[config.mk]
export PLATFORM = sky130hd
export DESIGN_NAME = nvs_host
export DESIGN_NICKNAME = d
export VERILOG_FILES = /design/src/design/nvsram_pkg.sv /design/src/design/nvs_tmr_if.sv /design/src/design/nvs_host.sv /design/src/design/nvs_timer.sv
export SDC_FILE = /design/constraint.sdc
export NUM_CORES = 1
export LEC_CHECK = 0
export ABC_AREA = 1
export BUFFER_PORTS_ARGS = -buffer_cell sky130_fd_sc_hd__buf_2
export CAP_MARGIN = 20
export CORE_ASPECT_RATIO = 0.5
export CORE_MARGIN = 8
export CORE_UTILIZATION = 62
export CTS_CLUSTER_DIAMETER = 30
export CTS_CLUSTER_SIZE = 30
export DETAILED_ROUTE_END_ITERATION = 8
export MAX_ROUTING_LAYER = met4
export PLACE_DENSITY = 0.86
export SETUP_SLACK_MARGIN = 0.3
export SKIP_LAST_GASP = 1
export SLEW_MARGIN = 20
export SYNTH_ARGS = -nofsm -noshare
export SYNTH_HDL_FRONTEND = slang
export SYNTH_HIERARCHICAL = 1
export SYNTH_SLANG_ARGS = --single-unit
[constraint.sdc]
create_clock -name ref_clk -period 4.2 [get_ports ref_clk]
set_input_delay 0 -clock ref_clk [delete_from_list [all_inputs] [get_ports ref_clk]]
set_output_delay 0 -clock ref_clk [all_outputs]
set_load 0.01 [all_outputs]
[src/design/nvsram_pkg.sv]
/*
  Package for the host-side controller of a byte-wide battery-backed SRAM.
  Assumes a 20 MHz ref_clk; all timing figures are in nanoseconds.
*/
`default_nettype none
package nvsram_pkg;

  // ---------------------------------------------------------------
  // Geometry
  // ---------------------------------------------------------------
  localparam int ADDR_W = 13;
  localparam int DATA_W = 8;

  // ---------------------------------------------------------------
  // Timing
  // ---------------------------------------------------------------
  localparam int CLK_PERIOD_NS = 50;
  localparam int ACCESS_NS     = 200; // addr/select to data, slowest grade
  localparam int GATE_NS       = 100; // gate to data
  localparam int WRITE_NS      = 150; // write pulse width
  localparam int RECOVERY_NS   = 10;  // write recovery
  localparam int POWERUP_NS    = 2000000; // select high after power-up

  // Least times round up, never below one cycle
  localparam int ACCESS_CYC   = (ACCESS_NS + CLK_PERIOD_NS - 1) / CLK_PERIOD_NS;
  localparam int GATE_CYC     = (GATE_NS + CLK_PERIOD_NS - 1) / CLK_PERIOD_NS;
  localparam int WRITE_CYC    = (WRITE_NS + CLK_PERIOD_NS - 1) / CLK_PERIOD_NS;
  localparam int RECOVERY_CYC = (RECOVERY_NS + CLK_PERIOD_NS - 1) / CLK_PERIOD_NS;
  localparam int POWERUP_CYC  = (POWERUP_NS + CLK_PERIOD_NS - 1) / CLK_PERIOD_NS;

  localparam int TMR_W = 16;

  // ---------------------------------------------------------------
  // Sequencer states
  // ---------------------------------------------------------------
  typedef enum logic [2:0] {
    NVS_WAIT_PWR = 3'b000,
    NVS_IDLE     = 3'b001,
    NVS_RD_SETUP = 3'b010,
    NVS_RD_WAIT  = 3'b011,
    NVS_WR_SETUP = 3'b100,
    NVS_WR_PULSE = 3'b101,
    NVS_RECOVER  = 3'b110
  } nvs_state_type;

endpackage
`default_nettype wire

[src/design/nvs_tmr_if.sv]
/*
  Interface carrying the load/done handshake between sequencer and timer.
  Assumes both ends share ref_clk.
*/
`timescale 1ns/10ps
`default_nettype none
interface nvs_tmr_if;
  import nvsram_pkg::*;
  logic             load;
  logic [TMR_W-1:0] count;
  logic             done;
  modport ctl (output load, output count, input done);
  modport tmr (input load, input count, output done);
endinterface
`default_nettype wire

[src/design/nvs_host.sv]
/*
  Host controller driving a byte-wide battery-backed SRAM through its pins.
  Assumes the memory pins are asynchronous; supply_ok comes from a monitor.
*/
`timescale 1ns/10ps
`default_nettype none
module nvs_host
  import nvsram_pkg::*;
#(
  parameter int POWERUP_CYCLES = POWERUP_CYC
)
(
  input  wire logic                          ref_clk,
  input  wire logic                          rst_b,
  input  wire logic                          supply_ok,
  input  wire logic                          req_valid,
  input  wire logic                          req_write,
  input  wire logic [nvsram_pkg::ADDR_W-1:0] req_addr,
  input  wire logic [nvsram_pkg::DATA_W-1:0] req_wdata,
  output var  logic                          req_ready,
  output var  logic                          rsp_valid,
  output var  logic [nvsram_pkg::DATA_W-1:0] rsp_rdata,
  output var  logic [nvsram_pkg::ADDR_W-1:0] byte_addr,
  output var  logic                          select_n,
  output var  logic                          write_strobe_n,
  output var  logic                          output_gate_n,
  input  wire logic [nvsram_pkg::DATA_W-1:0] byte_bus_in,
  output var  logic [nvsram_pkg::DATA_W-1:0] byte_bus_out,
  output var  logic                          byte_bus_oe
);
  import nvsram_pkg::*;

  localparam logic [TMR_W-1:0] RD_CNT  = TMR_W'(ACCESS_CYC > GATE_CYC ? ACCESS_CYC : GATE_CYC);
  localparam logic [TMR_W-1:0] WR_CNT  = TMR_W'(WRITE_CYC);
  localparam logic [TMR_W-1:0] REC_CNT = TMR_W'(RECOVERY_CYC);
  localparam logic [TMR_W-1:0] ONE_CNT = TMR_W'(1);

  nvs_state_type             state_q;
  logic                      ok_meta_q;
  logic                      ok_q;
  logic [DATA_W-1:0]         din_meta_q;
  logic [DATA_W-1:0]         din_q;
  logic [31:0]               pwr_cnt_q;
  logic                      pwr_good_q;
  logic                      wr_q;
  nvs_tmr_if                 tif ();

  // ---------------------------------------------------------------
  // Input synchronisers
  // ---------------------------------------------------------------
  // Supply monitor and data pins are asynchronous to ref_clk
  always_ff @(posedge ref_clk or negedge rst_b)
  begin
    if (!rst_b)
    begin
      ok_meta_q  <= 1'b0;
      ok_q       <= 1'b0;
      din_meta_q <= '0;
      din_q      <= '0;
    end
    else
    begin
      ok_meta_q  <= supply_ok;
      ok_q       <= ok_meta_q;
      din_meta_q <= byte_bus_in;
      din_q      <= din_meta_q;
    end
  end

  // ---------------------------------------------------------------
  // Power-up hold-off
  // ---------------------------------------------------------------
  // Supply must stay good for the power-up interval before access
  always_ff @(posedge ref_clk or negedge rst_b)
  begin
    if (!rst_b)
    begin
      pwr_cnt_q  <= '0;
      pwr_good_q <= 1'b0;
    end
    else if (!ok_q)
    begin
      pwr_cnt_q  <= '0;
      pwr_good_q <= 1'b0;
    end
    else if (pwr_cnt_q >= 32'(POWERUP_CYCLES))
      pwr_good_q <= 1'b1;
    else
      pwr_cnt_q <= pwr_cnt_q + 32'd1;
  end

  // ---------------------------------------------------------------
  // Cycle timer
  // ---------------------------------------------------------------
  nvs_timer u_timer (
    .ref_clk (ref_clk),
    .rst_b   (rst_b),
    .tif     (tif)
  );

  // Timer load on each phase entry except recovery after a read
  always_comb
  begin
    tif.load  = 1'b0;
    tif.count = ONE_CNT;
    case (state_q)
      NVS_IDLE:
      begin
        tif.load  = req_valid && pwr_good_q;
        tif.count = ONE_CNT;
      end
      NVS_RD_SETUP:
      begin
        tif.load  = 1'b1;
        tif.count = RD_CNT;
      end
      NVS_WR_SETUP:
      begin
        tif.load  = 1'b1;
        tif.count = WR_CNT;
      end
      NVS_WR_PULSE:
      begin
        tif.load  = tif.done;
        tif.count = REC_CNT;
      end
      default:
      begin
        tif.load  = 1'b0;
        tif.count = ONE_CNT;
      end
    endcase
  end

  // ---------------------------------------------------------------
  // Sequencer
  // ---------------------------------------------------------------
  always_ff @(posedge ref_clk or negedge rst_b)
  begin
    if (!rst_b)
      state_q <= NVS_WAIT_PWR;
    else
      case (state_q)
        NVS_WAIT_PWR:
          if (pwr_good_q)
            state_q <= NVS_IDLE;
        NVS_IDLE:
          if (!pwr_good_q)
            state_q <= NVS_WAIT_PWR;
          else if (req_valid)
            state_q <= req_write ? NVS_WR_SETUP : NVS_RD_SETUP;
        NVS_RD_SETUP:
          state_q <= NVS_RD_WAIT;
        NVS_RD_WAIT:
          if (tif.done)
            state_q <= NVS_RECOVER;
        NVS_WR_SETUP:
          state_q <= NVS_WR_PULSE;
        NVS_WR_PULSE:
          if (tif.done)
            state_q <= NVS_RECOVER;
        NVS_RECOVER:
          if (tif.done)
            state_q <= NVS_IDLE;
        default:
          state_q <= NVS_WAIT_PWR;
      endcase
  end

  // ---------------------------------------------------------------
  // Request capture and address/data drive
  // ---------------------------------------------------------------
  // Address and write data stay fixed from setup to recovery
  always_ff @(posedge ref_clk or negedge rst_b)
  begin
    if (!rst_b)
    begin
      byte_addr    <= '0;
      byte_bus_out <= '0;
      wr_q         <= 1'b0;
    end
    else if (state_q == NVS_IDLE && req_valid && pwr_good_q)
    begin
      byte_addr    <= req_addr;
      byte_bus_out <= req_wdata;
      wr_q         <= req_write;
    end
  end

  // ---------------------------------------------------------------
  // Control strobes
  // ---------------------------------------------------------------
  // Select and strobe fall together and rise together; in reads the gate rises first
  always_ff @(posedge ref_clk or negedge rst_b)
  begin
    if (!rst_b)
    begin
      select_n       <= 1'b1;
      write_strobe_n <= 1'b1;
      output_gate_n  <= 1'b1;
      byte_bus_oe    <= 1'b0;
    end
    else
    begin
      select_n       <= !(state_q == NVS_RD_SETUP || state_q == NVS_RD_WAIT ||
                          state_q == NVS_WR_SETUP ||
                          (state_q == NVS_WR_PULSE && !tif.done));
      write_strobe_n <= !(state_q == NVS_WR_SETUP ||
                          (state_q == NVS_WR_PULSE && !tif.done));
      output_gate_n  <= !(state_q == NVS_RD_SETUP ||
                          (state_q == NVS_RD_WAIT && !tif.done));
      byte_bus_oe    <= (state_q == NVS_WR_SETUP) || (state_q == NVS_WR_PULSE) ||
                        (state_q == NVS_RECOVER && wr_q);
    end
  end

  // ---------------------------------------------------------------
  // Request handshake and read return
  // ---------------------------------------------------------------
  always_ff @(posedge ref_clk or negedge rst_b)
  begin
    if (!rst_b)
    begin
      req_ready <= 1'b0;
      rsp_valid <= 1'b0;
      rsp_rdata <= '0;
    end
    else
    begin
      req_ready <= (state_q == NVS_RECOVER && tif.done && pwr_good_q) ||
                   (state_q == NVS_WAIT_PWR && pwr_good_q) ||
                   (state_q == NVS_IDLE && !req_valid && pwr_good_q);
      rsp_valid <= (state_q == NVS_RECOVER && tif.done && !wr_q);
      if (state_q == NVS_RECOVER && !wr_q && req_ready == 1'b0 && tif.load == 1'b0
          && rsp_valid == 1'b0 && tif.done == 1'b0)
        rsp_rdata <= din_q;
      else if (state_q == NVS_RECOVER && !wr_q && tif.done)
        rsp_rdata <= din_q;
    end
  end

endmodule
`default_nettype wire

[src/design/nvs_timer.sv]
/*
  Down-counter that flags completion of a loaded cycle count.
  Assumes load is a one-cycle pulse with count of at least one.
*/
`timescale 1ns/10ps
`default_nettype none
module nvs_timer
  import nvsram_pkg::*;
(
  input  wire logic ref_clk,
  input  wire logic rst_b,
  nvs_tmr_if.tmr    tif
);

  logic [TMR_W-1:0] cnt_q;

  // ---------------------------------------------------------------
  // Countdown
  // ---------------------------------------------------------------
  // Load wins over counting; done is high while count is zero
  always_ff @(posedge ref_clk or negedge rst_b)
  begin
    if (!rst_b)
      cnt_q <= '0;
    else if (tif.load)
      cnt_q <= tif.count;
    else if (cnt_q != '0)
      cnt_q <= cnt_q - 1'b1;
  end

  // Done looks only at the count, so a load that depends on done cannot loop
  assign tif.done = (cnt_q == '0);

endmodule
`default_nettype wire

# After elaboration in Yosys (flattened, before gate mapping)
# Cells that the tools add are included.
# totals
reg_bits	106
# classes
n_addsub	2
magnitude_cmp	1
eq_ne	12
muxes	17
bitwise_logic	4
reduce_logical	41
# ops
operator	n
two-way mux 32 bit	2
adder 32 x 1 -> 32 bit (second input constant)	1
greater-or-equal comparator 32 x 16 -> 1 bit (second input constant)	1
two-way mux 16 bit	2
logical AND 1 bit	18
two-way mux 3 bit	6
case mux 3 bit (6 select lines)	1
zero test 16 bit	1
two-way mux 8 bit	2
nonzero test 16 bit	1
subtractor 16 x 1 -> 16 bit (second input constant)	1
equality test 3 bit (second input constant)	3
logical OR 1 bit	9
equality test 3 x 2 -> 1 bit (second input constant)	2
zero test 1 bit	6
inequality test 2 bit (second input constant)	3
case mux 3 bit (2 select lines)	1
inequality test 2 x 1 -> 1 bit (second input constant)	2
inverter 1 bit	4
AND reduction 4 bit	1
nonzero test 2 bit	2
OR reduction 2 bit	2
equality test 3 x 1 -> 1 bit (second input constant)	1
zero test 3 bit	1
3 further kinds	4

# Depth between registers and ports, before layout
# Gate-level depths: netlist of the first run.
# depth
ltp_word	8
mapped_depth	14
ltp_nobuf	12

# Cells and area by module
# Netlist of the first run, hierarchy kept.
# modules_own_cells
module	instances	cells_each	area_each_um2	seq_area_each_um2
nvs_host	1	381	3842.4	2255.9
nvs_timer	1	167	1184.9	400.4

# Worst setup path before layout of the first run
# OpenSTA, ideal clock, no wires.
# synth_timing
path_type	register to register
start	reg u_timer.cnt_q[0]
end	reg u_timer.cnt_q[3]
setup_time_ns	0.113
arrival_ns	2.436
path_slack_ns	1.651
path_stages_with_launch	14
n_path_buf	2
synth_period_minus_slack_ns	2.549
path_cell_list	dfrtp_1 inv_1 ha_1 nand2_4 nor2_4 nand3_1 nor3_1 inv_1 o2111ai_1 buf_2 buf_2 o21ai_0 nand2_1 inv_1
# synth_via
elab_chain_len	3
elab_cells_between_ends	7
# synth_rtl
item	line	rtl
start, declared	nvs_timer.sv:15	logic [TMR_W-1:0] cnt_q;
start signal, assigned	nvs_timer.sv:26	cnt_q <= tif.count;
start signal, assigned	nvs_timer.sv:28	cnt_q <= cnt_q - 1'b1;
zero test 16 bit *	nvs_timer.sv:32	assign tif.done = (cnt_q == '0);
via tif.done	nvs_tmr_if.sv:11	logic done;
case mux 1 bit (3 select lines) *	nvs_host.sv:106	case (state_q)
via tif.load	nvs_tmr_if.sv:9	logic load;
two-way mux 16 bit or nonzero test 2 bit (tied branches)	-	
# The timed path passes the listed nets; every way through them passes the cells marked *. The select of a mux whose other input is x is not followed.
# A chain may end at the register's enable or synchronous reset.

# Final worst setup path of the first run
# layout_timing
start	reg u_timer.cnt_q[0]
end	reg u_timer.cnt_q[12]
# The elaborated chain is that of the path after synthesis.

==> flow_summary.json, run 1 <==
{
  "vias_per_cell": 5.467,
  "synth-compound-area-share": 0.03260,
  "tns_ns": 0,
  "drt_iter0_drc": 281,
  "hold_viol": 0,
  "synth_xor_area_frac": 0.02091,
  "pwr-share-clk": 0.391,
  "dieHeight_um": 79.68,
  "swShare": 0.2786,
  "finalCriticalPeriod_ns": 3.253,
  "max_stage_delay_ns": 0.49,
  "fp.dieArea_um2": 11420,
  "crit_start": "u_timer/cnt_q[0]$_DFFE_PN0P_",
  "cap_violations": 0,
  "synth-simple-area-share": 0.2904,
  "wire_per_inst_um": 17.06,
  "cts-buffers-inserted": 9,
  "synth_top_area_frac": 0.5127,
  "synthAdderAreaFrac": 0.007466,
  "grt.total_usage": 0.2489,
  "grt_start_max_net_pins": 57,
  "synth_area_leaders": "dfrtp_1 51%, nand2_1 12%, mux2_4 5.1%",
  "coreArea_um2": 7943,
  "worstMarginPinSlew_ns": 0.7046,
  "endpoint_kind": "flop",
  "nFillCells": 486,
  "ant_nets": 0,
  "syn_area_um2": 5027,
  "ys_seq_area_frac": 0.5284,
  "antenna_found_initial": 0,
  "tritoncts": "built",
  "start_kind": "flop",
  "cts.reportedPaths.clkPinSlew_ns": 0.07,
  "final_common_cell": "nand2_1",
  "drtPass1Iterations": 5,
  "start_util": 0.6330,
  "hpwl_mm": 7.741,
  "num_vias": 4270,
  "async_flop_share": 1.000,
  "cpMostUsedCell": "inv_1",
  "drive_gt1_frac": 0.2123,
  "r2r_start": "u_timer/cnt_q[0]$_DFFE_PN0P_",
  "synth_edf_count": 0,
  "fmax_mhz": 307.4,
  "drt_wl_total_mm": 13.32,
  "grt_pass1_vias": 4323,
  "synth_cell_type_count": 39,
  "gp_congestion": 0.9816,
  "rows": 23,
  "nNetsFinal": 701,
  "grt-ovfl-total": 0,
  "area_delta_synth_final_pct": 22.47,
  "peakVddDrop_mv": 0.2388,
  "cp.arrival_ns": 3.50,
  "slowest_stage": "nor3_1",
  "synth_top_family_by_area": "simple AND/OR/NAND/NOR gates",
  "rsz0062_at_grt": "no",
  "p_per_area_nw_per_um2": 373.5,
  "numPortBuffers": 68,
  "regArea_um2": 2656,
  "yosys_warnings": 6,
  "required_ns": 4.45,
  "die_w_um": 143.3,
  "path_max_fanout": 20,
  "route.detailed.drc": 0,
  "p_leak_uw": 0.003397,
  "p_int_uw": 1659,
  "ctsResizeCount": 0,
  "max-slew-margin-rel": 0.5302,
  "synth.avg_cell_area_um2": 9.174,
  "finClkSkew_ns": 0.01073,
  "ioPinCount": 69,
  "p_sw_uw": 640.6,
  "seqPwrFrac": 0.494,
  "hold_slack_ns": 0.2304,
  "clockBufferDepth": 2,
  "synth.mux.area_fraction": 0.05973,
  "combinationalPowerShare": 0.115,
  "slew_viol_final": 0,
  "clkLatencyLatePin_ns": 0.36,
  "synthCells": 548,
  "worstHoldPathType": "in2async",
  "cts_root_buf": "clkbuf_16",
  "htreeDepth": 3,
  "diodes": 0,
  "grt_pass1_wl_mm": 21.48,
  "setup_viol": 0,
  "layout_common_cells": "166 x nand2_1, 103 x dfrtp_1, 67 x buf_2, 59 x inv_1, 55 x nor2_1",
  "synth-seq-cells": 106,
  "crit_type": "reg2reg",
  "worstPathCellList": "inv_1, ha_1, nand2_4, nor2_4, nand3_1, nor3_1, inv_1, o2111ai_1, buf_4, inv_1, or2_2, nand2_1, nor2_1",
  "cts.sinks": 106,
  "multi_input_area_um2": 2116,
  "fin_crit_sh": 0.7745,
  "status": "finished, final reports clean",
  "synth_flop_cell": "dfrtp_1",
  "synth_top_area_cell": "dfrtp_1"
}
[flip-flops by register name, indices dropped and copies added, names as in the netlist, 3 cells and up]
signal,count
byte_bus_out,8
u_timer/cnt_q,16
rsp_rdata,8
byte_addr,13
din_meta_q,8
state_q,3
din_q,8
pwr_cnt_q,32
[critical path: cells and delay by family, from the launching register on]
family	cells	cell delay, ns
flip-flops	1	0.40
AND/OR/NAND/NOR	7	1.28
AO/OA/AOI/OAI	1	0.26
adder cells (fa/ha/maj)	1	0.28
buffers and inverters	4	0.92
[power by group through the flow]
stage / clock network, uW / logic (uW) / registers [uW]
global route: 949 / 288 / 1140
global placement: 0 / 218 / 1150
finish: 898 / 265 / 1140
detailed placement: 0 / 226 / 1150
floorplan: 0 / 158 / 1140
CTS: 908 / 258 / 1130
[per-stage QoR]
step	setup slack, ns	utilization	instances	total power (uW)	cell area, um^2
finish	0.9469	0.7752	781	2300	6157
global route	0.6845	0.7752	781	2379	6157
CTS	1.002	0.7752	781	2300	6157
detailed placement	1.023	0.6933	732	1379	5507
global placement	1.204	0.6933	732	1368	5507
floorplan	1.651	-	560	1296	5072
[kinds of logic after synthesis]
group,after synthesis
AND/OR/NAND/NOR,307
flip-flops,106
buffers and inverters,72
AO/OA/AOI/OAI,26
multiplexers,21
XOR/XNOR,12
adder cells (fa/ha/maj),3
other,1
[cells in the mapped netlist, types with 3 or more instances]
| library cell | count |
|---|---|
| nand3_1 | 36 |
| a21oi_1 | 3 |
| buf_2 | 3 |
| nand4_1 | 10 |
| nand3b_1 | 7 |
| dfstp_2 | 3 |
| o21bai_2 | 3 |
| clkbuf_1 | 4 |
| nor2_1 | 55 |
| nor2_2 | 5 |
| xor2_1 | 9 |
| buf_6 | 3 |
| mux2_2 | 4 |
| o21ai_0 | 13 |
| nand2_1 | 166 |
| xnor2_1 | 3 |
| nor2_4 | 7 |
| inv_1 | 59 |
| mux2_4 | 17 |
| nor3_1 | 6 |
| nand3_4 | 3 |
| dfrtp_1 | 103 |
| ha_1 | 3 |
| nand2_2 | 3 |
[final cells by class]
class / instances / share of cell area
timing repair buffer: 104 / 0.1130
multi-input combinational: 382 / 0.3436
sequential: 106 / 0.4314
tap: 112 / 0.02276
inverter: 61 / 0.03719
clock buffer: 9 / 0.03658
clock inverter: 7 / 0.01544
[timing repair]
| action | 4_1_cts | 5_1_grt |
|---|---|---|
| buffers inserted | 0 | 0 |
| hold endpoints to repair | 84 | 0 |
| hold buffers | 33 | 0 |
[worst paths after layout]
check                      slack (ns)                       endpoint  depth (start not counted)
min in group ref_clk             0.29            ok_meta_q$_DFF_PN0_                          2
setup reg to reg                 0.95  u_timer/cnt_q[12]$_DFFE_PN0P_                         13
setup / recovery                 0.95  u_timer/cnt_q[12]$_DFFE_PN0P_                         13
max in group asynchronous        2.87       byte_addr[7]$_DFFE_PN0P_                          3
hold / removal                   0.23      pwr_cnt_q[11]$_DFFE_PN0P_                          2
hold reg to reg                  0.35                 ok_q$_DFF_PN0_                          0
[metal layers]
layer | GRT usage | vias up | part of all wire
li1 | - | 1942 | -
met2 | 0.4223 | 243 | 0.52
met3 | 0.05191 | 66 | 0.068
met5 | - | - | 0
met1 | 0.2662 | 2019 | 0.36
met4 | 0.1602 | 0 | 0.056
(Power assumes the default switching activity.)
==> run 2: changes to the inputs <==
--- a/config.mk
+++ b/config.mk
@@ -10,12 +10,12 @@
 export CAP_MARGIN = 20
 export CORE_ASPECT_RATIO = 0.5
 export CORE_MARGIN = 8
-export CORE_UTILIZATION = 62
+export CORE_UTILIZATION = 52
 export CTS_CLUSTER_DIAMETER = 30
 export CTS_CLUSTER_SIZE = 30
 export DETAILED_ROUTE_END_ITERATION = 8
 export MAX_ROUTING_LAYER = met4
-export PLACE_DENSITY = 0.86
+export PLACE_DENSITY = 0.77
 export SETUP_SLACK_MARGIN = 0.3
 export SKIP_LAST_GASP = 1
 export SLEW_MARGIN = 20
==> constraint.sdc (replaced) <==
create_clock -name ref_clk -period 2.7 [get_ports ref_clk]
set_input_delay 0 -clock ref_clk [delete_from_list [all_inputs] [get_ports ref_clk]]
set_output_delay 0 -clock ref_clk [all_outputs]
set_load 0.01 [all_outputs]
==> run 2 against run 1 <==
Net effect:
- cell count is 3.3% higher
- sequential cell count stayed put
- worst hold slack worse by 0.011 ns
- combinational power is 48% higher
- clock skew is 0.0025 ns lower
- clock power is 43% higher
- die area is 16% higher
- non-clock buffer count is 3 higher
- global-route usage is 6.8 points lower
- first-iteration DRC count is 6.4% higher
- maximum frequency is 49% higher
- sequential power is 55% higher
==> flow_summary.json, run 2 (synthesis gave the netlist of run 1 again) <==
{
  "tns_ns": 0,
  "fp.dieArea_um2": 13260,
  "nNetsFinal": 704,
  "drtPass1Iterations": 4,
  "grt_start_max_net_pins": 59,
  "status": "finished, final reports clean",
  "drt_iter0_drc": 299,
  "htreeDepth": 3,
  "rsz0062_at_grt": "no",
  "cap_violations": 0,
  "dieHeight_um": 85.53,
  "finalCriticalPeriod_ns": 2.183,
  "fmax_mhz": 458.1,
  "max_stage_delay_ns": 0.40,
  "drt_wl_total_mm": 11.11,
  "vias_per_cell": 4.861,
  "hpwl_mm": 7.341,
  "cts-buffers-inserted": 9,
  "finClkSkew_ns": 0.008184,
  "grt.total_usage": 0.1810,
  "area_delta_synth_final_pct": 24.04,
  "critical_path_cell_count": 12,
  "grt_pass1_vias": 3864,
  "tritoncts": "built",
  "p_leak_uw": 0.003408,
  "final_cell_area_um2": 6236,
  "ioPinCount": 69,
  "ant_nets": 0,
  "antenna_found_initial": 1,
  "grt_pass1_wl_mm": 18.54,
  "final_common_cell": "nand2_1",
  "clkLatencyLatePin_ns": 0.34,
  "crit_type": "reg2reg",
  "rows": 25,
  "max-slew-margin-rel": 0.5762,
  "cpMostUsedCell": "inv_2",
  "start_util": 0.5340,
  "cp.arrival_ns": 2.42,
  "die_w_um": 155.1,
  "cts_root_buf": "clkbuf_16",
  "worstHoldPathType": "in2async",
  "peakVddDrop_mv": 0.3804,
  "worst-r2r-cell-count": 12,
  "num_vias": 3923,
  "layout_common_cells": "166 x nand2_1, 103 x dfrtp_1, 67 x buf_2, 56 x inv_1, 55 x nor2_1",
  "drive_gt1_frac": 0.2191,
  "required_ns": 2.94,
  "grt-ovfl-total": 0,
  "post-cts-setup-buffers": 0,
  "numPortBuffers": 68,
  "top_regs": "pwr_cnt_q x32, u_timer/cnt_q x16, byte_addr x13",
  "start_kind": "flop",
  "place_area_um2": 5575,
  "p_per_area_nw_per_um2": 552.1,
  "route.detailed.drc": 0,
  "endpoint_kind": "flop",
  "cts.sinks": 106,
  "gp_congestion": 0.9044,
  "regMostFlops": "pwr_cnt_q",
  "path_max_fanout": 6,
  "largest_register_ffs": 32,
  "worstMarginPinSlew_ns": 0.6357,
  "wire_per_inst_um": 13.76,
  "cts.reportedPaths.clkPinSlew_ns": 0.07,
  "coreArea_um2": 9415,
  "slowest_stage": "dfrtp_1",
  "slew_viol_final": 0,
  "clockBufferDepth": 2,
  "hold_viol": 0,
  "worstPathCellList": "inv_2, ha_4, nand2_4, nor2_4, nand3_1, nor3_4, inv_2, o2111ai_4, inv_2, or2_2, nand2_1, nor2_1",
  "fin_crit_sh": 0.8085,
  "setup_viol": 0,
  "cp_num_buf_inv": 3,
  "cpLargestDelayFamily": "simple AND/OR/NAND/NOR gates"
}
## run 2: cell count changes in the layout (fill, tap and decap cells not counted), moves of 3 or more
| cell | before | now |
|---|---|---|
| clkbuf_1 | 0 | 3 |
| inv_1 | 59 | 56 |
| inv_2 | 2 | 5 |
| inv_8 | 3 | 0 |
## run 2: worst paths after layout
path | from | slack [ns] | end
setup / recovery | u_timer/cnt_q[0]$_DFFE_PN0P_ | 0.52 | u_timer/cnt_q[12]$_DFFE_PN0P_
hold / removal | rst_b | 0.22 | pwr_cnt_q[0]$_DFFE_PN0P_
setup reg to reg | u_timer/cnt_q[0]$_DFFE_PN0P_ | 0.52 | u_timer/cnt_q[12]$_DFFE_PN0P_
hold reg to reg | din_meta_q[1]$_DFF_PN0_ | 0.35 | din_q[1]$_DFF_PN0_
max in group asynchronous | rst_b | 1.77 | byte_addr[9]$_DFFE_PN0P_
min in group ref_clk | supply_ok | 0.29 | ok_meta_q$_DFF_PN0_
## run 2: per-stage QoR
| stage | instances | hold WS [ns] | total power, uW | worst slack, ns | util |
|---|---|---|---|---|---|
| after CTS | 806 | 0.2332 | 3461 | 0.3181 | 0.6581 |
| after floorplan | 560 | -0.2956 | 2017 | 0.3277 | - |
| after detailed placement | 758 | 0.06352 | 2145 | 0.3371 | 0.5922 |
| after global placement | 758 | 0.06472 | 2134 | 0.4150 | 0.5922 |
| after global routing | 807 | 0.2785 | 3582 | 0.3413 | 0.6623 |
| final | 807 | 0.2198 | 3443 | 0.5170 | 0.6623 |
## run 2: metal layers
layer,vias to the layer above,routed length (um),track usage
li1,1963,-,-
met1,1869,4576,0.2034
met2,69,5898,0.3081
met4,0,291,0.08120
met3,22,338,0.04162
met5,-,0,-
## run 2: repair_timing
item,in CTS,in global routing
resized for setup,1,8
endpoints found under the hold margin,77,0
endpoints found under the setup margin,4,16
hold buffers,33,0
## run 2: layout make-up
cell class	instances	area, um^2
antenna	1	2.502
clock buffer	13	250.2
clock inverter	2	37.54
fill	723	3179
inverter	61	229.0
multi-input combinational	382	2157
sequential	106	2656
tap	135	168.9
timing repair buffer	107	734.5
## run 2: report_power, final
| part | switching (uW) | leakage, uW | internal [uW] | total (uW) |
|---|---|---|---|---|
| sequential | 94.2 | 0.00138 | 1670 | 1770 |
| clock | 541 | 0.000136 | 740 | 1280 |
| combinational | 230 | 0.00189 | 162 | 392 |
## run 2: worst reg2reg max path: cells and delay by family (launching register included)
kind	cells	cell delay [ns]
buffers and inverters	3	0.33
AO/OA/AOI/OAI	1	0.25
AND/OR/NAND/NOR	7	0.92
flip-flops	1	0.40
adder cells (fa/ha/maj)	1	0.18
